$ cat src/verilog/cfs_map.vh
`ifndef CFS_MAP_VH
`define CFS_MAP_VH
// Synchronizer states, one-hot
`define CFS_ST_IDLE 7'h01
`define CFS_ST_INIT 7'h02
`define CFS_ST_PRIME 7'h04
`define CFS_ST_START 7'h08
`define CFS_ST_STOP 7'h10
`define CFS_ST_PURGE 7'h20
`define CFS_ST_RESID 7'h40
// Start selections
`define CFS_START_NONE 2'h0
`define CFS_START_SW 2'h1
`define CFS_START_HW 2'h2
// Stop selections
`define CFS_STOP_OFF 2'h0
`define CFS_STOP_SW 2'h1
`define CFS_STOP_HW 2'h2
`define CFS_STOP_CNT 2'h3
// Payload and item layout
`define CFS_PAY_W 64
`define CFS_ITEM_W 16
`define CFS_LAST_LANE 2'h3
// Timing
`define CFS_CLK_PERIOD_NS 5
`define CFS_INIT_TIME_NS 100
`define CFS_INIT_CYC ((`CFS_INIT_TIME_NS + `CFS_CLK_PERIOD_NS - 1) / `CFS_CLK_PERIOD_NS)
`define CFS_PURGE_CYC 16
`define CFS_TMR_W 8
`endif

$ cat src/verilog/cfs_dummy_unused.v
`default_nettype none
`default_nettype wire

$ cat src/verilog/cfs_sync.v
`include "cfs_map.vh"
`default_nettype none
module cfs_sync #(
    parameter IS_TX = 0,
    parameter SMP_W = 12,
    parameter CNT_W = 32,
    parameter FIFO_DEPTH = 8,
    parameter FIFO_AW = 3
) (
    input wire mclk_i,
    input wire resetn_i,
    input wire enable_i,
    input wire [1:0] start_sel_i,
    input wire [1:0] stop_sel_i,
    input wire [CNT_W-1:0] sample_count_i,
    input wire sw_trig_i,
    input wire hw_trig_i,
    input wire dma_busy_i,
    output reg dma_arm_o,
    output reg [6:0] state_o,
    output reg idle_o,
    output reg proc_o,
    output reg rx_overrun_o,
    input wire [`CFS_PAY_W-1:0] tx_rd_data_i,
    input wire tx_rd_valid_i,
    output wire tx_rd_ready_o,
    input wire tx_strobe_i,
    output reg [SMP_W-1:0] tx_item_o,
    output reg tx_item_valid_o,
    input wire rx_strobe_i,
    input wire [SMP_W-1:0] rx_item_i,
    output wire [`CFS_PAY_W-1:0] rx_wr_data_o,
    output wire rx_wr_valid_o,
    input wire rx_wr_ready_i
);
    localparam [6:0] ST_IDLE = `CFS_ST_IDLE;
    localparam [6:0] ST_INIT = `CFS_ST_INIT;
    localparam [6:0] ST_PRIME = `CFS_ST_PRIME;
    localparam [6:0] ST_START = `CFS_ST_START;
    localparam [6:0] ST_STOP = `CFS_ST_STOP;
    localparam [6:0] ST_PURGE = `CFS_ST_PURGE;
    localparam [6:0] ST_RESID = `CFS_ST_RESID;
    localparam [`CFS_TMR_W-1:0] INIT_CYC = `CFS_INIT_CYC;
    localparam [`CFS_TMR_W-1:0] PURGE_CYC = `CFS_PURGE_CYC;
    localparam IW = `CFS_ITEM_W;

    // Item helpers: sign extension for receive, lane selection for transmit

    function [IW-1:0] sext16;
        input [SMP_W-1:0] v;
        begin
            sext16 = {{(IW-SMP_W){v[SMP_W-1]}}, v};
        end
    endfunction

    function [IW-1:0] lane_item;
        input [`CFS_PAY_W-1:0] w;
        input [1:0] lane;
        begin
            lane_item = w[lane*IW +: IW];
        end
    endfunction

    reg [6:0] state_q;
    reg [6:0] state_d;
    reg [`CFS_TMR_W-1:0] tmr_q;
    reg [CNT_W-1:0] smp_cnt_q;
    reg sw_prev_q;
    reg hw_s1_q;
    reg hw_s2_q;
    reg hw_s3_q;
    reg hw_lvl_q;
    reg [1:0] lane_q;
    reg [`CFS_PAY_W-IW-1:0] pack_q;
    reg [`CFS_PAY_W-1:0] word_q;
    reg word_vld_q;

    // FIFO side of the datapath

    wire fifo_in_ready;
    wire [`CFS_PAY_W-1:0] fifo_out_data;
    wire fifo_out_valid;
    wire fifo_empty;


    // Software trigger is same-clock logic; the hardware pin is synchronised first
    wire sw_rise = sw_trig_i & ~sw_prev_q;
    wire hw_stable = (hw_s2_q == hw_s3_q);
    wire hw_rise = hw_stable & hw_s3_q & ~hw_lvl_q;

    wire start_ev = (start_sel_i == `CFS_START_NONE) |
                    ((start_sel_i == `CFS_START_SW) & sw_rise) |
                    ((start_sel_i == `CFS_START_HW) & hw_rise);
    wire cnt_mode = (stop_sel_i == `CFS_STOP_CNT);
    wire cnt_done = (smp_cnt_q == sample_count_i);
    wire stop_ev = ~enable_i |
                   ((stop_sel_i == `CFS_STOP_SW) & sw_rise) |
                   ((stop_sel_i == `CFS_STOP_HW) & hw_rise) |
                   (cnt_mode & cnt_done);
    // Throttle closes the gate as soon as the programmed count is reached
    wire gate_open = (state_q == ST_STOP) & ~(cnt_mode & cnt_done);

    wire tx_take = (IS_TX != 0) & tx_strobe_i & gate_open & fifo_out_valid;
    wire tx_pop = tx_take & (lane_q == `CFS_LAST_LANE);

    // Selected 16-bit lane of the head payload; low lane goes out first
    wire [IW-1:0] tx_lane = lane_item(fifo_out_data, lane_q);

    wire rx_take = (IS_TX == 0) & rx_strobe_i & gate_open;
    wire rx_word = rx_take & (lane_q == `CFS_LAST_LANE);
    wire fifo_push_rx = word_vld_q & fifo_in_ready;

    wire [`CFS_PAY_W-1:0] fifo_in_data = (IS_TX != 0) ? tx_rd_data_i : word_q;
    wire fifo_in_valid = (IS_TX != 0) ? tx_rd_valid_i : word_vld_q;
    // Transmit side only accepts host data while armed; idle requests are ignored
    wire fifo_accept = (IS_TX != 0) ? dma_arm_o : 1'b1;
    wire fifo_out_ready = (IS_TX != 0) ? tx_pop : rx_wr_ready_i;

    assign tx_rd_ready_o = (IS_TX != 0) & fifo_in_ready;
    assign rx_wr_data_o = fifo_out_data;
    assign rx_wr_valid_o = (IS_TX == 0) & fifo_out_valid;

    // One FIFO serves either direction; idle flushes it so a new run starts clean

    cfs_fifo #(
        .WIDTH(`CFS_PAY_W),
        .DEPTH(FIFO_DEPTH),
        .AW(FIFO_AW)
    ) u_fifo (
        .clk_i(mclk_i),
        .resetn_i(resetn_i),
        .flush_i(state_q == ST_IDLE),
        .accept_en_i(fifo_accept),
        .in_data_i(fifo_in_data),
        .in_valid_i(fifo_in_valid),
        .in_ready_o(fifo_in_ready),
        .out_data_o(fifo_out_data),
        .out_valid_o(fifo_out_valid),
        .out_ready_i(fifo_out_ready),
        .empty_o(fifo_empty)
    );


    // Sequencer next state
    always @* begin
        state_d = state_q;
        case (state_q)
            ST_IDLE: begin
                if (enable_i) begin
                    state_d = ST_INIT;
                end
            end
            ST_INIT: begin
                if (!enable_i) begin
                    state_d = ST_IDLE;
                end else if (tmr_q >= INIT_CYC - 8'h01) begin
                    // Timer starts at zero on entry, so the last dwell cycle is INIT_CYC-1
                    state_d = (IS_TX != 0) ? ST_PRIME : ST_START;
                end
            end
            ST_PRIME: begin
                if (!enable_i) begin
                    state_d = ST_RESID;
                end else if (!fifo_in_ready && fifo_out_valid) begin
                    state_d = ST_START;
                end
            end
            ST_START: begin
                if (!enable_i) begin
                    state_d = ST_RESID;
                end else if (start_ev) begin
                    state_d = ST_STOP;
                end
            end
            ST_STOP: begin
                if (stop_ev) begin
                    state_d = (IS_TX != 0) ? ST_RESID : ST_PURGE;
                end
            end
            ST_PURGE: begin
                if (tmr_q >= PURGE_CYC && !word_vld_q) begin
                    state_d = ST_RESID;
                end
            end
            ST_RESID: begin
                if (IS_TX != 0) begin
                    if (!dma_busy_i) begin
                        state_d = ST_IDLE;
                    end
                end else if (fifo_empty && !word_vld_q && !dma_busy_i) begin
                    state_d = ST_IDLE;
                end
            end
            default: begin
                state_d = ST_IDLE;
            end
        endcase
    end

    always @(posedge mclk_i or negedge resetn_i) begin
        if (!resetn_i) begin
            state_q <= ST_IDLE;
            tmr_q <= {`CFS_TMR_W{1'b0}};
            state_o <= ST_IDLE;
            idle_o <= 1'b1;
            proc_o <= 1'b0;
            dma_arm_o <= 1'b0;
        end else begin
            state_q <= state_d;
            state_o <= state_d;
            idle_o <= (state_d == ST_IDLE);
            proc_o <= (state_d == ST_STOP);
            if (state_d != state_q) begin
                tmr_q <= {`CFS_TMR_W{1'b0}};
            end else if (tmr_q != {`CFS_TMR_W{1'b1}}) begin
                tmr_q <= tmr_q + {{(`CFS_TMR_W-1){1'b0}}, 1'b1};
            end
            // Transmit residue keeps DMA off so a late burst cannot start
            case (state_d)
                ST_PRIME, ST_START, ST_STOP, ST_PURGE: begin
                    dma_arm_o <= 1'b1;
                end
                ST_RESID: begin
                    dma_arm_o <= (IS_TX == 0);
                end
                default: begin
                    dma_arm_o <= 1'b0;
                end
            endcase
        end
    end


    // Trigger edge detection
    always @(posedge mclk_i or negedge resetn_i) begin
        if (!resetn_i) begin
            sw_prev_q <= 1'b0;
            hw_s1_q <= 1'b0;
            hw_s2_q <= 1'b0;
            hw_s3_q <= 1'b0;
            hw_lvl_q <= 1'b0;
        end else begin
            sw_prev_q <= sw_trig_i;
            hw_s1_q <= hw_trig_i;
            hw_s2_q <= hw_s1_q;
            hw_s3_q <= hw_s2_q;
            if (hw_stable) begin
                hw_lvl_q <= hw_s3_q;
            end
        end
    end


    // Sample counter and lane position, shared by both directions
    // The count clears to zero outside the stop-wait state, so the throttle and the stop agree
    always @(posedge mclk_i or negedge resetn_i) begin
        if (!resetn_i) begin
            smp_cnt_q <= {CNT_W{1'b0}};
            lane_q <= 2'h0;
        end else if (state_q != ST_STOP) begin
            smp_cnt_q <= {CNT_W{1'b0}};
            // Receive lanes restart with each run; partial words are dropped
            if (IS_TX == 0 || state_q == ST_IDLE) begin
                lane_q <= 2'h0;
            end
        end else if (tx_take || rx_take) begin
            smp_cnt_q <= smp_cnt_q + {{(CNT_W-1){1'b0}}, 1'b1};
            lane_q <= lane_q + 2'h1;
        end
    end


    // Transmit gate: one item per strobe, zero when closed or starved
    // The channel never stalls, so a starved FIFO also yields zeros
    always @(posedge mclk_i or negedge resetn_i) begin
        if (!resetn_i) begin
            tx_item_o <= {SMP_W{1'b0}};
            tx_item_valid_o <= 1'b0;
        end else begin
            tx_item_valid_o <= (IS_TX != 0) & tx_strobe_i;
            if (tx_strobe_i) begin
                if (tx_take) begin
                    // Upper lane bits are dropped when the channel is narrower than 16
                    tx_item_o <= tx_lane[SMP_W-1:0];
                end else begin
                    tx_item_o <= {SMP_W{1'b0}};
                end
            end
        end
    end


    // Receive formatter: four sign-extended items per payload, lowest lane first
    // Staging holds one finished word while the FIFO is busy
    always @(posedge mclk_i or negedge resetn_i) begin
        if (!resetn_i) begin
            pack_q <= {(`CFS_PAY_W-IW){1'b0}};
            word_q <= {`CFS_PAY_W{1'b0}};
            word_vld_q <= 1'b0;
            rx_overrun_o <= 1'b0;
        end else begin
            if (rx_take && !rx_word) begin
                pack_q[lane_q*IW +: IW] <= sext16(rx_item_i);
            end
            if (rx_word && (!word_vld_q || fifo_push_rx)) begin
                word_q <= {sext16(rx_item_i), pack_q};
                word_vld_q <= 1'b1;
            end else if (fifo_push_rx) begin
                word_vld_q <= 1'b0;
            end
            // A full FIFO drops the new word rather than stalling a free-running channel
            if (state_q == ST_INIT) begin
                rx_overrun_o <= 1'b0;
            end else if (rx_word && word_vld_q && !fifo_push_rx) begin
                rx_overrun_o <= 1'b1;
            end
        end
    end
endmodule // cfs_sync
`default_nettype wire

$ cat src/verilog/cfs_fifo.v
`default_nettype none
// Small FIFO with a registered output stage
module cfs_fifo #(
    parameter WIDTH = 64,
    parameter DEPTH = 8,
    parameter AW = 3
) (
    input wire clk_i,
    input wire resetn_i,
    input wire flush_i,
    input wire accept_en_i,
    input wire [WIDTH-1:0] in_data_i,
    input wire in_valid_i,
    output reg in_ready_o,
    output reg [WIDTH-1:0] out_data_o,
    output reg out_valid_o,
    input wire out_ready_i,
    output reg empty_o
);
    reg [WIDTH-1:0] mem [0:DEPTH-1];
    reg [AW-1:0] wp_q;
    reg [AW-1:0] rp_q;
    reg [AW:0] cnt_q;
    reg [AW:0] cnt_d;
    wire push = in_valid_i & in_ready_o;
    wire load = (cnt_q != {(AW+1){1'b0}}) & (~out_valid_o | out_ready_i);

    always @* begin
        cnt_d = cnt_q + {{AW{1'b0}}, push} - {{AW{1'b0}}, load};
    end

    always @(posedge clk_i) begin
        if (push) begin
            mem[wp_q] <= in_data_i;
        end
    end

    always @(posedge clk_i or negedge resetn_i) begin
        if (!resetn_i) begin
            wp_q <= {AW{1'b0}};
            rp_q <= {AW{1'b0}};
            cnt_q <= {(AW+1){1'b0}};
            in_ready_o <= 1'b0;
            out_valid_o <= 1'b0;
            out_data_o <= {WIDTH{1'b0}};
            empty_o <= 1'b1;
        end else if (flush_i) begin
            wp_q <= {AW{1'b0}};
            rp_q <= {AW{1'b0}};
            cnt_q <= {(AW+1){1'b0}};
            in_ready_o <= 1'b0;
            out_valid_o <= 1'b0;
            empty_o <= 1'b1;
        end else begin
            cnt_q <= cnt_d;
            if (push) begin
                wp_q <= wp_q + {{(AW-1){1'b0}}, 1'b1};
            end
            if (load) begin
                out_data_o <= mem[rp_q];
                out_valid_o <= 1'b1;
                rp_q <= rp_q + {{(AW-1){1'b0}}, 1'b1};
            end else if (out_ready_i) begin
                out_valid_o <= 1'b0;
            end
            // Registered ready: one slot of slack is never needed since cnt_d is exact
            in_ready_o <= accept_en_i & (cnt_d < DEPTH[AW:0]);
            empty_o <= (cnt_d == {(AW+1){1'b0}}) & ~(load | (out_valid_o & ~out_ready_i));
        end
    end
endmodule // cfs_fifo
`default_nettype wire

$ cat config.mk
export PLATFORM = sky130hd
export DESIGN_NAME = cfs_sync
export DESIGN_NICKNAME = d
export VERILOG_FILES = /design/src/verilog/cfs_dummy_unused.v /design/src/verilog/cfs_sync.v /design/src/verilog/cfs_fifo.v
export VERILOG_INCLUDE_DIRS = /design/src /design/src/verilog
export SDC_FILE = /design/constraint.sdc
export NUM_CORES = 1
export LEC_CHECK = 0
export BUFFER_PORTS_ARGS = -buffer_cell sky130_fd_sc_hd__buf_4
export CAP_MARGIN = 5
export CORE_MARGIN = 3
export CORE_UTILIZATION = 45
export DETAILED_ROUTE_END_ITERATION = 16
export GPL_TIMING_DRIVEN = 0
export PLACE_DENSITY = 0.6
export SETUP_SLACK_MARGIN = 0.2
export SLEW_MARGIN = 20
export SYNTH_ARGS = -nofsm -noshare
export SYNTH_HDL_FRONTEND = slang
export SYNTH_SLANG_ARGS = --single-unit
$ cat constraint.sdc
create_clock -name mclk_i -period 5.9 [get_ports mclk_i]
set_input_delay 0.885 -clock mclk_i [delete_from_list [all_inputs] [get_ports mclk_i]]
set_output_delay 0.885 -clock mclk_i [all_outputs]
set_load 0.01 [all_outputs]
==> results.md <==
* Status: completed
* GRT Util Overall at 0.197
* Xor and xnor area share after synthesis at 0.0159
* IO Pins at 212
* Most frequent cells in the layout: edfxtp_1 (384), dfrtp_1 (201), buf_4 (192)
* # Max-Cap Violations at 0
* Commonest non-fill, non-tap cell in the layout: edfxtp_1
* Post-Syn Instances at 1,482
* Setup_tns at 0 ps
* Final hold vios at 0
* Starting Density at 0.459
* Worst hold path type: in -> async
* Synth Area in Simple Gates at 0.0721
* Initial drt markers at 1,066
* Worst reg2reg path depth at 8
* Post-synth EDFFs at 384
* # rows at 83
* Worst endpoint required time at 6430 ps
* Synth async-reset ratio at 0.347
* Area of the core at 51,700 um^2
* Syn avg cell area at 16.0 um^2
* PD cells at 384 nW/um^2
* Layout Cells excl Fill at 2,470
* Area growth, synth to finish at 18.9%
* Root buffer cell: clkbuf_16
* Mux share of post-synthesis cell area at 0.137
* Largest family of logic cells by synthesized area: multiplexers
* Synth unique cells at 54
* Placed cells at 2,356
* Arr. time, crit path at 3890 ps
* TritonRoute pass-1 iters at 5
* Setup violations, final at 0
* RePlAce Congestion at 0.843
* FF-to-FF setup slack at 2540 ps
* Diodes inserted at 0
* Setup Skew at 24.2 ps
* Buffers added on ports at 130
* YS warnings at 0
* Post-Synth Adder-Cell Area at 0.00927
* Crit end category: flop
* Sequential cell area fraction in the yosys report at 0.701
* Post-CTS setup buffers at 0
* First-pass GRT wire length at 84,000 um
* H-tree levels at 2
* Area contributors post-synth: edfxtp_1 (49%), dfrtp_1 (21%), mux4_2 (9.1%)
* Clk sinks at 588
* Seq cells post-synth at 588
* Die ar. at 55,600 um^2
* Final nets at 1,877
* Die Ht at 236 um
* WL/cell at 22.2 um
* Max transition margin at 0.267
* Period Utilization, post-route at 0.569
* Number of buffers created by CTS at 60
* Tmin final at 3360 ps
* Vias in the first global route at 13.9k
* # hold bufs at CTS at 0
* Antenna violations before repair at 0
* Fmax at 0.298 GHz
* VDD IR max at 216 uV
* Startpoint type of the worst setup path: flop
* Dpl hpwl at 37,300 um
* Actual slew at the worst max-slew pin at 1090 ps
* Clock Latency Late Sink at 620 ps
* Crit path kind: reg -> reg
* Vias/cell at 5.50
* DR vias at 13.6k
* Die width at 236 um
* Largest net degree at the start of global routing at 75
* CTS tree: yes
* FF-to-FF Start: state_q[2]
* Post-synth top area share at 0.486
* Final WL at 54,800 um
* Cell area after technology mapping at 23,700 um^2
* Pleak at 10.4 nW
* Clock Path Buffers at 3
* Compound-cell area share of the yosys netlist at 0.0405
* R2r endpoint: u_fifo.out_data_o[33]
* CP max FO at 10
* Reg clk slew, reported paths at 60 ps
* Ys flop type: edfxtp_1
* Post-route antenna net violation count at 0
* Gr ovfl total at 0
* RSZ-0062 raised after global routing: false
* DR DRC count at 0
* PostCTS Resize Cnt at 0
* Layout cells sized above 1 at 0.263
* Post-synth top area cell: edfxtp_1
* Slew Limit Fails at 0
==> synth_stat cells, types with 16 or more instances <==
master	n
o21ai_0	47
a21oi_1	80
clkbuf_1	45
nand3_1	26
nor4_1	20
buf_4	33
nand2_1	104
o31ai_1	16
mux4_2	96
edfxtp_1	384
mux2_2	48
xor2_1	36
or4_1	18
inv_1	17
nor2_1	87
dfrtp_1	201
mux2i_1	54
ha_1	16
==> area by class of cell <==
class	count	area, um^2
Clock inverter	17	201
Inverter	17	63.8
Clock buffer	97	1750
Timing Repair Buffer	181	1580
Sequential cell	588	16600
Fill cell	4220	23500
Multi-Input combinational cell	789	6620
Buffer	101	520
Tap cell	680	851
==> state kept, by name (all words and copies together) (netlist names), 2 cells and up <==
signal	cells
smp_cnt_q	32
u_fifo.wp_q	3
u_fifo.out_data_o	48
u_fifo.cnt_q	4
lane_q	2
state_q	7
u_fifo.mem	384
fifo_in_data	48
u_fifo.rp_q	3
pack_q	36
tmr_q	8
==> worst max-delay path, cell delays in order, from the launching register on <==
cell	delay, ps
dfrtp_1	460
nor4_1	710
nand2_1	200
nor2_1	400
nor2b_1	90
clkbuf_1	340
clkbuf_1	410
clkbuf_1	420
a21oi_1	230
==> metal layers <==
metal  share of wire  GRT usage  vias up
li1                -          -     6150
met1            0.44      0.280     6936
met2            0.48      0.320      408
met3           0.057     0.0314       80
met4           0.020     0.0513        0
met5               0          0        -
==> report_power, final <==
part           total (mW)  switching (mW)  internal (mW)  leakage (nW)
registers            4.74           0.157           4.59          6.25
logic                2.37            1.27           1.10          3.22
clock network        3.72            1.56           2.17         0.939
==> cell families (layout without fill, tap and decap cells) <==
| logic type | after synthesis | in the layout |
|---|---|---|
| AOI/OAI and AO/OA | 168 | 168 |
| xor gates and xnor gates | 43 | 43 |
| adders and majority gates | 17 | 17 |
| buffers and inverters | 118 | 413 |
| DFF | 588 | 588 |
| muxes | 199 | 199 |
| other | 1 | 14 |
| and+or+nand+nor | 348 | 348 |
==> through the flow <==
stage / worst slack (ps) / power (mW) / area (um^2) / hold WS (ps) / util
detailed placement: 2140 / 7.26 / 26300 / 348 / 0.508
floorplan: 1110 / 6.28 / 23800 / 331 / -
finish: 2540 / 10.8 / 28200 / 247 / 0.546
global placement: -3230 / 7.21 / 25600 / 344 / 0.495
CTS: 2520 / 11.0 / 28200 / 257 / 0.546
global route: 2290 / 11.3 / 28200 / 280 / 0.546
==> how the worst max path moves through the flow <==
stage,endpoint,start,slack (ps)
after floorplan,u_fifo.mem[2][0],fifo_in_valid,1110
after global placement,u_fifo.mem[2][15],fifo_in_valid,-3230
after detailed placement,u_fifo.out_data_o[39],rx_wr_ready_i,2140
after CTS,u_fifo.out_data_o[39],state_q[2],2520
after global routing,u_fifo.out_data_o[41],state_q[2],2290
final,u_fifo.out_data_o[33],state_q[2],2540
No activity file was read; power rests on OpenSTA's default activity.
